[src/logic/reo_map.svh]
// Constants for the rail enable override register bank: offsets, reset
// values, field positions and rail indices. Definitions only.
`ifndef REO_MAP_SVH
`define REO_MAP_SVH

// Register offsets on the serial bus
`define REO_SW_DIS_OFFSET 8'h9f
`define REO_OVR_ONE_OFFSET 8'ha0

// Reset values
`define REO_SW_DIS_RESET 8'h00
`define REO_OVR_ONE_RESET 8'h80

// Disable register fields
`define REO_DIS_LOAD_SWITCH_B_TWO_BIT 7
`define REO_DIS_LOAD_SWITCH_B_ONE_BIT 6
`define REO_DIS_LOAD_SWITCH_A_ONE_BIT 5
`define REO_DIS_TERM_BIT 4

// Override register fields; bits 5..0 are step-down six..one
`define REO_OVR_LOW_DROPOUT_A_TWO_BIT 7
`define REO_OVR_LOAD_SWITCH_A_ONE_BIT 6

// Rail indices in the rail vectors
`define REO_RAIL_COUNT 11
`define REO_RAIL_STEP_DOWN_BASE 0
`define REO_RAIL_LOW_DROPOUT_A_TWO 6
`define REO_RAIL_LOAD_SWITCH_A_ONE 7
`define REO_RAIL_LOAD_SWITCH_B_ONE 8
`define REO_RAIL_LOAD_SWITCH_B_TWO 9
`define REO_RAIL_TERM 10

// Serial bus framing
`define REO_BYTE_BITS 4'h8
`define REO_BIT_CNT_ZERO 4'h0
`define REO_BIT_CNT_ONE 4'h1
`define REO_PTR_STEP 8'h01
// Default 7-bit slave address, arbitrary value
`define REO_SLAVE_ADDR_DEFAULT 7'h5e

`endif

[src/logic/reo_pkg.sv]
// Types for the rail enable override register bank.
// Assumes reo_map.svh is on the include path.
`include "reo_map.svh"

package reo_pkg;

    // Serial slave states, one-hot
    typedef enum logic [6:0] {
        REO_IDLE     = 7'h01,
        REO_ADDR     = 7'h02,
        REO_ACK_ADDR = 7'h04,
        REO_WR_BYTE  = 7'h08,
        REO_ACK_WR   = 7'h10,
        REO_RD_BYTE  = 7'h20,
        REO_ACK_RD   = 7'h40
    } reo_state_t;

    typedef logic [`REO_RAIL_COUNT-1:0] reo_rail_vec_t;

    // Whole state of the top module
    typedef struct packed {
        reo_state_t st;
        logic scl_prev;
        logic sda_prev;
        logic [3:0] bit_cnt;
        logic [7:0] shift;
        logic rw;
        logic first;
        logic nack;
        logic [7:0] ptr;
        logic drive_low;
        logic [7:0] sw_dis;
        logic [7:0] ovr_one;
        reo_rail_vec_t rail_en;
    } reo_top_state_t;

endpackage

[src/logic/reo_sync.sv]
// Two-flop synchroniser for a group of asynchronous levels.
// Assumes the inputs are quasi-static relative to clk.
`timescale 1ns/10ps

module reo_sync #(
    parameter int WIDTH = 1,
    parameter logic [WIDTH-1:0] INIT = '0
) (
    // Clock and reset
    input wire logic clk,
    input wire logic resetn,
    // Levels
    input wire logic [WIDTH-1:0] async_in,
    output logic [WIDTH-1:0] sync_out
);
    typedef struct packed {
        logic [WIDTH-1:0] meta;
        logic [WIDTH-1:0] stable;
    } reo_sync_state_t;

    localparam reo_sync_state_t SYNC_RESET = '{meta: INIT, stable: INIT};

    reo_sync_state_t s_q;
    reo_sync_state_t s_d;

    // First stage feeds only the second
    always_comb begin
        s_d = s_q;
        s_d.meta = async_in;
        s_d.stable = s_q.meta;
    end

    // State register
    always_ff @(posedge clk) begin
        if (!resetn) begin
            s_q <= SYNC_RESET;
        end else begin
            s_q <= s_d;
        end
    end

    assign sync_out = s_q.stable;
endmodule

[src/logic/reo_rail_gate.sv]
// Enable combine for a single rail: permit AND (force OR request).
// Assumes all inputs come from logic on the same clock.
`timescale 1ns/10ps

module reo_rail_gate (
    // Controls
    input wire logic permit,
    input wire logic force_on,
    input wire logic request,
    // Result
    output logic enable
);
    // A cleared permit bit wins over both force and request
    assign enable = permit & (force_on | request);
endmodule

[src/logic/reo_top.sv]
// Rail enable override register bank with its serial (I2C) slave port.
// Assumes a sequencer on clk supplies the per-rail requests, and that
// the disable and override bits held in other registers arrive as levels.
`timescale 1ns/10ps
`include "reo_map.svh"

module reo_top #(
    parameter logic [6:0] SLAVE_ADDR = `REO_SLAVE_ADDR_DEFAULT
) (
    // Clock and reset
    input wire logic clk,
    input wire logic resetn,
    // Serial bus pins; sda is open drain
    input wire logic scl_i,
    input wire logic sda_i,
    output logic sda_o,
    output logic sda_oe_n,
    // Sequencer requests from control_input_pins / power_good_signal
    input wire reo_pkg::reo_rail_vec_t rail_request,
    // Disable bits held elsewhere, step-down one..six in bits 0..5
    input wire logic [5:0] step_down_off_ctl,
    input wire logic low_dropout_a_two_off_ctl,
    // Override bits held elsewhere
    input wire logic switch_b_one_force_on,
    input wire logic switch_b_two_force_on,
    input wire logic termination_force_on,
    // Rail enables
    output logic step_down_one_en,
    output logic step_down_two_en,
    output logic step_down_three_en,
    output logic step_down_four_en,
    output logic step_down_five_en,
    output logic step_down_six_en,
    output logic low_dropout_a_two_en,
    output logic load_switch_a_one_en,
    output logic load_switch_b_one_en,
    output logic load_switch_b_two_en,
    output logic termination_regulator_en
);
    import reo_pkg::*;

    localparam reo_top_state_t TOP_RESET = '{
        st: REO_IDLE,
        scl_prev: 1'b1,
        sda_prev: 1'b1,
        bit_cnt: `REO_BIT_CNT_ZERO,
        shift: 8'h00,
        rw: 1'b0,
        first: 1'b0,
        nack: 1'b0,
        ptr: 8'h00,
        drive_low: 1'b0,
        sw_dis: `REO_SW_DIS_RESET,
        ovr_one: `REO_OVR_ONE_RESET,
        rail_en: '0
    };

    reo_top_state_t s_q;
    reo_top_state_t s_d;

    logic scl_s;
    logic sda_s;
    reo_rail_vec_t permit;
    reo_rail_vec_t force_on;
    reo_rail_vec_t gate_out;
    logic scl_rise;
    logic scl_fall;
    logic start_seen;
    logic stop_seen;
    logic [7:0] rd_data;
    logic [7:0] rd_next;
    logic [7:0] ptr_inc;

    // Bus pins are asynchronous: two flops before any logic
    reo_sync #(
        .WIDTH(2),
        .INIT(2'b11)
    ) u_pin_sync (
        .clk(clk),
        .resetn(resetn),
        .async_in({scl_i, sda_i}),
        .sync_out({scl_s, sda_s})
    );

    // Bus events from the synchronised pins
    assign scl_rise = scl_s & ~s_q.scl_prev;
    assign scl_fall = ~scl_s & s_q.scl_prev;
    assign start_seen = scl_s & s_q.scl_prev & s_q.sda_prev & ~sda_s;
    assign stop_seen = scl_s & s_q.scl_prev & ~s_q.sda_prev & sda_s;
    assign ptr_inc = s_q.ptr + `REO_PTR_STEP;

    // Register read mux; unmapped offsets read as zero
    function automatic logic [7:0] reg_read(input logic [7:0] offs,
                                            input logic [7:0] dis,
                                            input logic [7:0] ovr);
        logic [7:0] val;
        val = 8'h00;
        if (offs == `REO_SW_DIS_OFFSET) begin
            val = dis;
        end else if (offs == `REO_OVR_ONE_OFFSET) begin
            val = ovr;
        end
        return val;
    endfunction

    assign rd_data = reg_read(s_q.ptr, s_q.sw_dis, s_q.ovr_one);
    assign rd_next = reg_read(ptr_inc, s_q.sw_dis, s_q.ovr_one);

    // Permit vector: a zero holds the rail off whatever else asks
    always_comb begin
        permit = '0;
        permit[`REO_RAIL_STEP_DOWN_BASE +: 6] = step_down_off_ctl;
        permit[`REO_RAIL_LOW_DROPOUT_A_TWO] = low_dropout_a_two_off_ctl;
        permit[`REO_RAIL_LOAD_SWITCH_A_ONE] = s_q.sw_dis[`REO_DIS_LOAD_SWITCH_A_ONE_BIT];
        permit[`REO_RAIL_LOAD_SWITCH_B_ONE] = s_q.sw_dis[`REO_DIS_LOAD_SWITCH_B_ONE_BIT];
        permit[`REO_RAIL_LOAD_SWITCH_B_TWO] = s_q.sw_dis[`REO_DIS_LOAD_SWITCH_B_TWO_BIT];
        permit[`REO_RAIL_TERM] = s_q.sw_dis[`REO_DIS_TERM_BIT];
    end

    // Force vector: override bits from this bank and from elsewhere
    always_comb begin
        force_on = '0;
        force_on[`REO_RAIL_STEP_DOWN_BASE] = s_q.ovr_one[0];
        force_on[`REO_RAIL_STEP_DOWN_BASE + 1] = s_q.ovr_one[1];
        force_on[`REO_RAIL_STEP_DOWN_BASE + 2] = s_q.ovr_one[2];
        force_on[`REO_RAIL_STEP_DOWN_BASE + 3] = s_q.ovr_one[3];
        force_on[`REO_RAIL_STEP_DOWN_BASE + 4] = s_q.ovr_one[4];
        force_on[`REO_RAIL_STEP_DOWN_BASE + 5] = s_q.ovr_one[5];
        force_on[`REO_RAIL_LOW_DROPOUT_A_TWO] = s_q.ovr_one[`REO_OVR_LOW_DROPOUT_A_TWO_BIT];
        force_on[`REO_RAIL_LOAD_SWITCH_A_ONE] = s_q.ovr_one[`REO_OVR_LOAD_SWITCH_A_ONE_BIT];
        force_on[`REO_RAIL_LOAD_SWITCH_B_ONE] = switch_b_one_force_on;
        force_on[`REO_RAIL_LOAD_SWITCH_B_TWO] = switch_b_two_force_on;
        force_on[`REO_RAIL_TERM] = termination_force_on;
    end

    // One gate per rail; with force low the request decides while permit is high
    for (genvar i = 0; i < `REO_RAIL_COUNT; i++) begin : g_rail
        reo_rail_gate u_gate (
            .permit(permit[i]),
            .force_on(force_on[i]),
            .request(rail_request[i]),
            .enable(gate_out[i])
        );
    end

    // Next state: serial slave, register writes and enable update
    always_comb begin
        s_d = s_q;
        s_d.scl_prev = scl_s;
        s_d.sda_prev = sda_s;
        s_d.rail_en = gate_out;

        if (start_seen) begin
            // Start or repeated start: expect an address byte
            s_d.st = REO_ADDR;
            s_d.bit_cnt = `REO_BIT_CNT_ZERO;
            s_d.drive_low = 1'b0;
        end else if (stop_seen) begin
            s_d.st = REO_IDLE;
            s_d.drive_low = 1'b0;
        end else begin
            unique case (s_q.st)
                REO_IDLE: begin
                    s_d.drive_low = 1'b0;
                end
                REO_ADDR: begin
                    if (scl_rise) begin
                        s_d.shift = {s_q.shift[6:0], sda_s};
                        s_d.bit_cnt = s_q.bit_cnt + `REO_BIT_CNT_ONE;
                    end else if (scl_fall && s_q.bit_cnt == `REO_BYTE_BITS) begin
                        if (s_q.shift[7:1] == SLAVE_ADDR) begin
                            s_d.st = REO_ACK_ADDR;
                            s_d.rw = s_q.shift[0];
                            s_d.drive_low = 1'b1;
                        end else begin
                            s_d.st = REO_IDLE;
                        end
                    end
                end
                REO_ACK_ADDR: begin
                    if (scl_fall) begin
                        s_d.bit_cnt = `REO_BIT_CNT_ZERO;
                        if (s_q.rw) begin
                            // Read: present the addressed register msb first
                            s_d.st = REO_RD_BYTE;
                            s_d.shift = rd_data;
                            s_d.drive_low = ~rd_data[7];
                        end else begin
                            s_d.st = REO_WR_BYTE;
                            s_d.first = 1'b1;
                            s_d.drive_low = 1'b0;
                        end
                    end
                end
                REO_WR_BYTE: begin
                    if (scl_rise) begin
                        s_d.shift = {s_q.shift[6:0], sda_s};
                        s_d.bit_cnt = s_q.bit_cnt + `REO_BIT_CNT_ONE;
                    end else if (scl_fall && s_q.bit_cnt == `REO_BYTE_BITS) begin
                        s_d.st = REO_ACK_WR;
                        s_d.drive_low = 1'b1;
                        s_d.first = 1'b0;
                        if (s_q.first) begin
                            s_d.ptr = s_q.shift;
                        end else begin
                            // All eight bits stored; the host keeps 3..0 of the disable register clear
                            if (s_q.ptr == `REO_SW_DIS_OFFSET) begin
                                s_d.sw_dis = s_q.shift;
                            end else if (s_q.ptr == `REO_OVR_ONE_OFFSET) begin
                                s_d.ovr_one = s_q.shift;
                            end
                            s_d.ptr = ptr_inc;
                        end
                    end
                end
                REO_ACK_WR: begin
                    if (scl_fall) begin
                        s_d.st = REO_WR_BYTE;
                        s_d.bit_cnt = `REO_BIT_CNT_ZERO;
                        s_d.drive_low = 1'b0;
                    end
                end
                REO_RD_BYTE: begin
                    if (scl_rise) begin
                        s_d.bit_cnt = s_q.bit_cnt + `REO_BIT_CNT_ONE;
                    end else if (scl_fall) begin
                        if (s_q.bit_cnt == `REO_BYTE_BITS) begin
                            // Release for the host acknowledge
                            s_d.st = REO_ACK_RD;
                            s_d.drive_low = 1'b0;
                        end else begin
                            s_d.shift = {s_q.shift[6:0], 1'b0};
                            s_d.drive_low = ~s_q.shift[6];
                        end
                    end
                end
                REO_ACK_RD: begin
                    if (scl_rise) begin
                        s_d.nack = sda_s;
                    end else if (scl_fall) begin
                        if (s_q.nack) begin
                            // Host ends the read: stay off the bus
                            s_d.st = REO_IDLE;
                        end else begin
                            s_d.st = REO_RD_BYTE;
                            s_d.ptr = ptr_inc;
                            s_d.shift = rd_next;
                            s_d.bit_cnt = `REO_BIT_CNT_ZERO;
                            s_d.drive_low = ~rd_next[7];
                        end
                    end
                end
            endcase
        end
    end

    // State register
    always_ff @(posedge clk) begin
        if (!resetn) begin
            s_q <= TOP_RESET;
        end else begin
            s_q <= s_d;
        end
    end

    // Open-drain pin: only ever pulls low
    assign sda_o = 1'b0;
    assign sda_oe_n = ~s_q.drive_low;

    // Registered rail enables
    assign step_down_one_en = s_q.rail_en[`REO_RAIL_STEP_DOWN_BASE];
    assign step_down_two_en = s_q.rail_en[`REO_RAIL_STEP_DOWN_BASE + 1];
    assign step_down_three_en = s_q.rail_en[`REO_RAIL_STEP_DOWN_BASE + 2];
    assign step_down_four_en = s_q.rail_en[`REO_RAIL_STEP_DOWN_BASE + 3];
    assign step_down_five_en = s_q.rail_en[`REO_RAIL_STEP_DOWN_BASE + 4];
    assign step_down_six_en = s_q.rail_en[`REO_RAIL_STEP_DOWN_BASE + 5];
    assign low_dropout_a_two_en = s_q.rail_en[`REO_RAIL_LOW_DROPOUT_A_TWO];
    assign load_switch_a_one_en = s_q.rail_en[`REO_RAIL_LOAD_SWITCH_A_ONE];
    assign load_switch_b_one_en = s_q.rail_en[`REO_RAIL_LOAD_SWITCH_B_ONE];
    assign load_switch_b_two_en = s_q.rail_en[`REO_RAIL_LOAD_SWITCH_B_TWO];
    assign termination_regulator_en = s_q.rail_en[`REO_RAIL_TERM];
endmodule

[config.mk]
export PLATFORM = sky130hd
export DESIGN_NAME = reo_top
export DESIGN_NICKNAME = d
export VERILOG_FILES = /design/src/logic/reo_pkg.sv /design/src/logic/reo_sync.sv /design/src/logic/reo_rail_gate.sv /design/src/logic/reo_top.sv
export VERILOG_INCLUDE_DIRS = /design/src /design/src/logic
export SDC_FILE = /design/constraint.sdc
export NUM_CORES = 1
export LEC_CHECK = 0
export ABC_AREA = 1
export BUFFER_PORTS_ARGS = -buffer_cell sky130_fd_sc_hd__buf_2
export CAP_MARGIN = 20
export CORE_MARGIN = 1.5
export CORE_UTILIZATION = 50
export CTS_BUF_LIST = sky130_fd_sc_hd__clkbuf_16
export CTS_CLUSTER_DIAMETER = 30
export DETAILED_ROUTE_END_ITERATION = 10
export PLACE_DENSITY = 0.67
export SYNTH_ARGS = -nofsm -noshare
export SYNTH_HDL_FRONTEND = slang
export SYNTH_SLANG_ARGS = --single-unit
[constraint.sdc]
create_clock -name clk -period 3.12 [get_ports clk]
set_input_delay 0 -clock clk [delete_from_list [all_inputs] [get_ports clk]]
set_output_delay 0 -clock clk [all_outputs]
set_load 0.02 [all_outputs]
==> results.yml <==
outcome:
  status: "completed"
grt:
  grt_use_met2_pct: 40.9
  use_met1_pct: 37.1
  top_usage_layer: "met2"
  antenna_found_initial: 0
  grt_max_degree: 24
  grt_pass1_wl_um: 15800
  met3_usage_pct: 5.02
  gr-total-overflow: 0
  grt_pass1_vias: 3285
  grt_util_all_layers_pct: 26.9
timing:
  fin_crit_sh_pct: 72.4
  setup_viol: 0
  tightest_slew_ns: 0.824
  timing.hold.ws_ns: 0.406
  finalCriticalPeriod_ns: 2.26
  slew_viol_final: 0
  slew_headroom_pct: 45.0
  maxClockFrequency_ghz: 0.443
  fin_tns_setup_ns: 0
  finalClockSkew_ns: 0.00405
  finalHoldViolCount: 0
  rsz0062_at_grt: "no"
cells_and_area:
  final_cell_mix: "nand2_1 (114), dfxtp_1 (64), inv_1 (57)"
  final_common_cell: "nand2_1"
  layout.nets: 611
  final_area_um2: 4340
  areaGrowthSynthToFinish_pct: 21.4
  final_util_pct: 63.5
  diodes: 0
  drive_gt1_share_pct: 17.9
power_and_ir_drop:
  pwr_density_cell_nw_per_um2: 447
  vdd_drop_max_mv: 0.338
  p_leak_uw: 0.00187
  finalPower_uw: 1940
logic_synthesis:
  syn_area_per_cell_um2: 6.87
  yosysSeqAreaShare_pct: 35.9
  synth_seq_cells: 64
  ys_types: 40
  yosysWarnings: 0
  synth_area_um2: 3570
  syn_nets: 551
  synth_cells: 520
worst_setup_path:
  worstSetupEndpointType: "flop"
  cp_top_family: "simple AND/OR/NAND/NOR gates"
  critPathMaxStageDelay_ns: 0.52
  worst-r2r-cell-count: 9
  path_buf_inv: 2
  critPathMaxFanout: 14
  cp_cell_sequence: "inv_1 > ha_1 > nand2_1 > nor2_1 > nand2_1 > nor3_4 > inv_1 > nand2_1 > o211ai_1"
  worstSetupPathDepth: 9
  critPathMostFrequentCell: "nand2_1"
  worst-endpoint-arrival_ns: 2.46
  reg2reg_from: "s_q[28]"
  worstSetupStartpointType: "flop"
  crit_type: "flop to flop"
  slowest_stage: "nor3_4"
  cp-startpoint: "s_q[28]"
  crit_required_ns: 3.32
clocking:
  postCtsSetupBuffers: 0
  htree_num_levels: 3
  cts_root_buf: "clkbuf_16"
  numCtsBuffers: 9
  clk_pin_slew_ns: 0.05
  clock_latency_ns: 0.33
  tritoncts: "done"
  cts.sinks: 64
  clockBufferDepth: 2
  cts_repair_resize_count: 0
placed_design:
  place_area_um2: 3810
  dpl.hpwl_um: 7030
  numPortBuffers: 36
  gp_congestion: 0.992
route:
  wirelength_um: 9830
  drtPass1Iterations: 5
  drt_iter0_drc: 289
  vias: 3675
  drc_errors: 0
  vias_per_cell: 5.40
  drtAntennaViolNets: 0
  wire_per_inst_um: 14.4
floorplan:
  row_count: 30
  die_h_um: 87.5
  dieArea_um2: 7660
  start_util_pct: 52.3
  core_um2: 6830
  io_pins: 38
  die_w_um: 87.5
run:
  cap_violations: 0
worst_hold_path:
  hold_depth: 3
  hp-start: "scl_i"
  hold_class: "primary input to flop"
==> metrics by stage <==
| stage | worst slack, ns | cells |
|---|---|---|
| global placement | 1.04 | 641 |
| global route | 0.739 | 681 |
| detailed placement | 0.981 | 641 |
| CTS | 0.936 | 681 |
| finish | 0.861 | 681 |
| floorplan | 1.47 | 520 |
==> where the power goes <==
part / switching (µW) / leakage [µW] / internal [µW]
clock: 359 / 0.000136 / 609
sequential: 7.83 / 0.000518 / 830
combinational: 77.0 / 0.00122 / 56.4
==> flip-flops by register name (all words and copies together) (netlist names) <==
signal	flops
load_switch_b_one_en	1
low_dropout_a_two_en	1
step_down_three_en	1
step_down_four_en	1
step_down_six_en	1
u_pin_sync.sync_out	2
permit	4
step_down_five_en	1
step_down_one_en	1
u_pin_sync.s_d	2
s_q	37
force_on	8
termination_regulator_en	1
step_down_two_en	1
load_switch_b_two_en	1
load_switch_a_one_en	1
==> worst reg2reg max path: cells and delay by family, from the launching register on <==
| kind | cells | cell delay (ns) |
|---|---|---|
| and+or+nand+nor | 5 | 1.25 |
| buffers and inverters | 2 | 0.27 |
| AOI/OAI and AO/OA | 1 | 0.08 |
| DFF | 1 | 0.37 |
| adders and majority gates | 1 | 0.16 |
==> per-layer routing <==
layer	vias to the layer above	routed length (µm)	share of wire, %
li1	1824	-	-
met1	1666	4500	46
met2	160	4390	45
met3	25	675	6.9
met4	0	258	2.6
met5	-	0	0
==> synth_stat cells, drive strengths merged <==
library cell | count | share of area, %
a211oi | 4 | 0.98
a21boi | 1 | 0.21
a21oi | 51 | 7.4
a311oi | 1 | 0.25
buf | 7 | 1.4
clkbuf | 5 | 0.53
conb | 1 | 0.11
dfxtp | 64 | 36
ha | 6 | 2.1
inv | 65 | 6.8
nand2 | 126 | 14
nand3 | 29 | 5.0
nand3b | 3 | 0.63
nand4 | 7 | 1.2
nor2 | 66 | 9.7
nor3 | 8 | 1.9
nor4 | 1 | 0.18
o211ai | 4 | 0.84
o21ai | 62 | 8.8
o22ai | 3 | 0.53
or2 | 4 | 0.70
xnor2 | 1 | 0.25
xor2 | 1 | 0.25
==> layout make-up <==
class	instances	area [µm²]
multi-input cells	379	1980
inverters	65	244
clock buffers	9	225
clock inverters	7	62.6
flip-flops and latches	64	1280
repair buffers	61	428
fillers	625	2490
well taps	96	120
==> repair_timing <==
action / in CTS / in global routing
setup endpoints to repair: 0 / 0
endpoints found under the hold margin: 15 / 0
hold buffers: 24 / 0
==> worst paths after layout <==
| check | to | slack [ns] |
|---|---|---|
| max | force_on[6] | 0.86 |
| min | u_pin_sync.s_d[1] | 0.41 |
| max reg2reg | force_on[6] | 0.86 |
| min reg2reg | u_pin_sync.sync_out[0] | 0.42 |
==> cells by family after synthesis <==
| group | share of synthesized area, % |
|---|---|
| AND/OR/NAND/NOR | 33.7 |
| AO/OA/AOI/OAI | 19.0 |
| buffers and inverters | 8.79 |
| flip-flops | 35.9 |
| adder cells (fa/ha/maj) | 2.10 |
| XOR/XNOR | 0.491 |
| other | 0.105 |
Power figures use the tool's default switching activity.
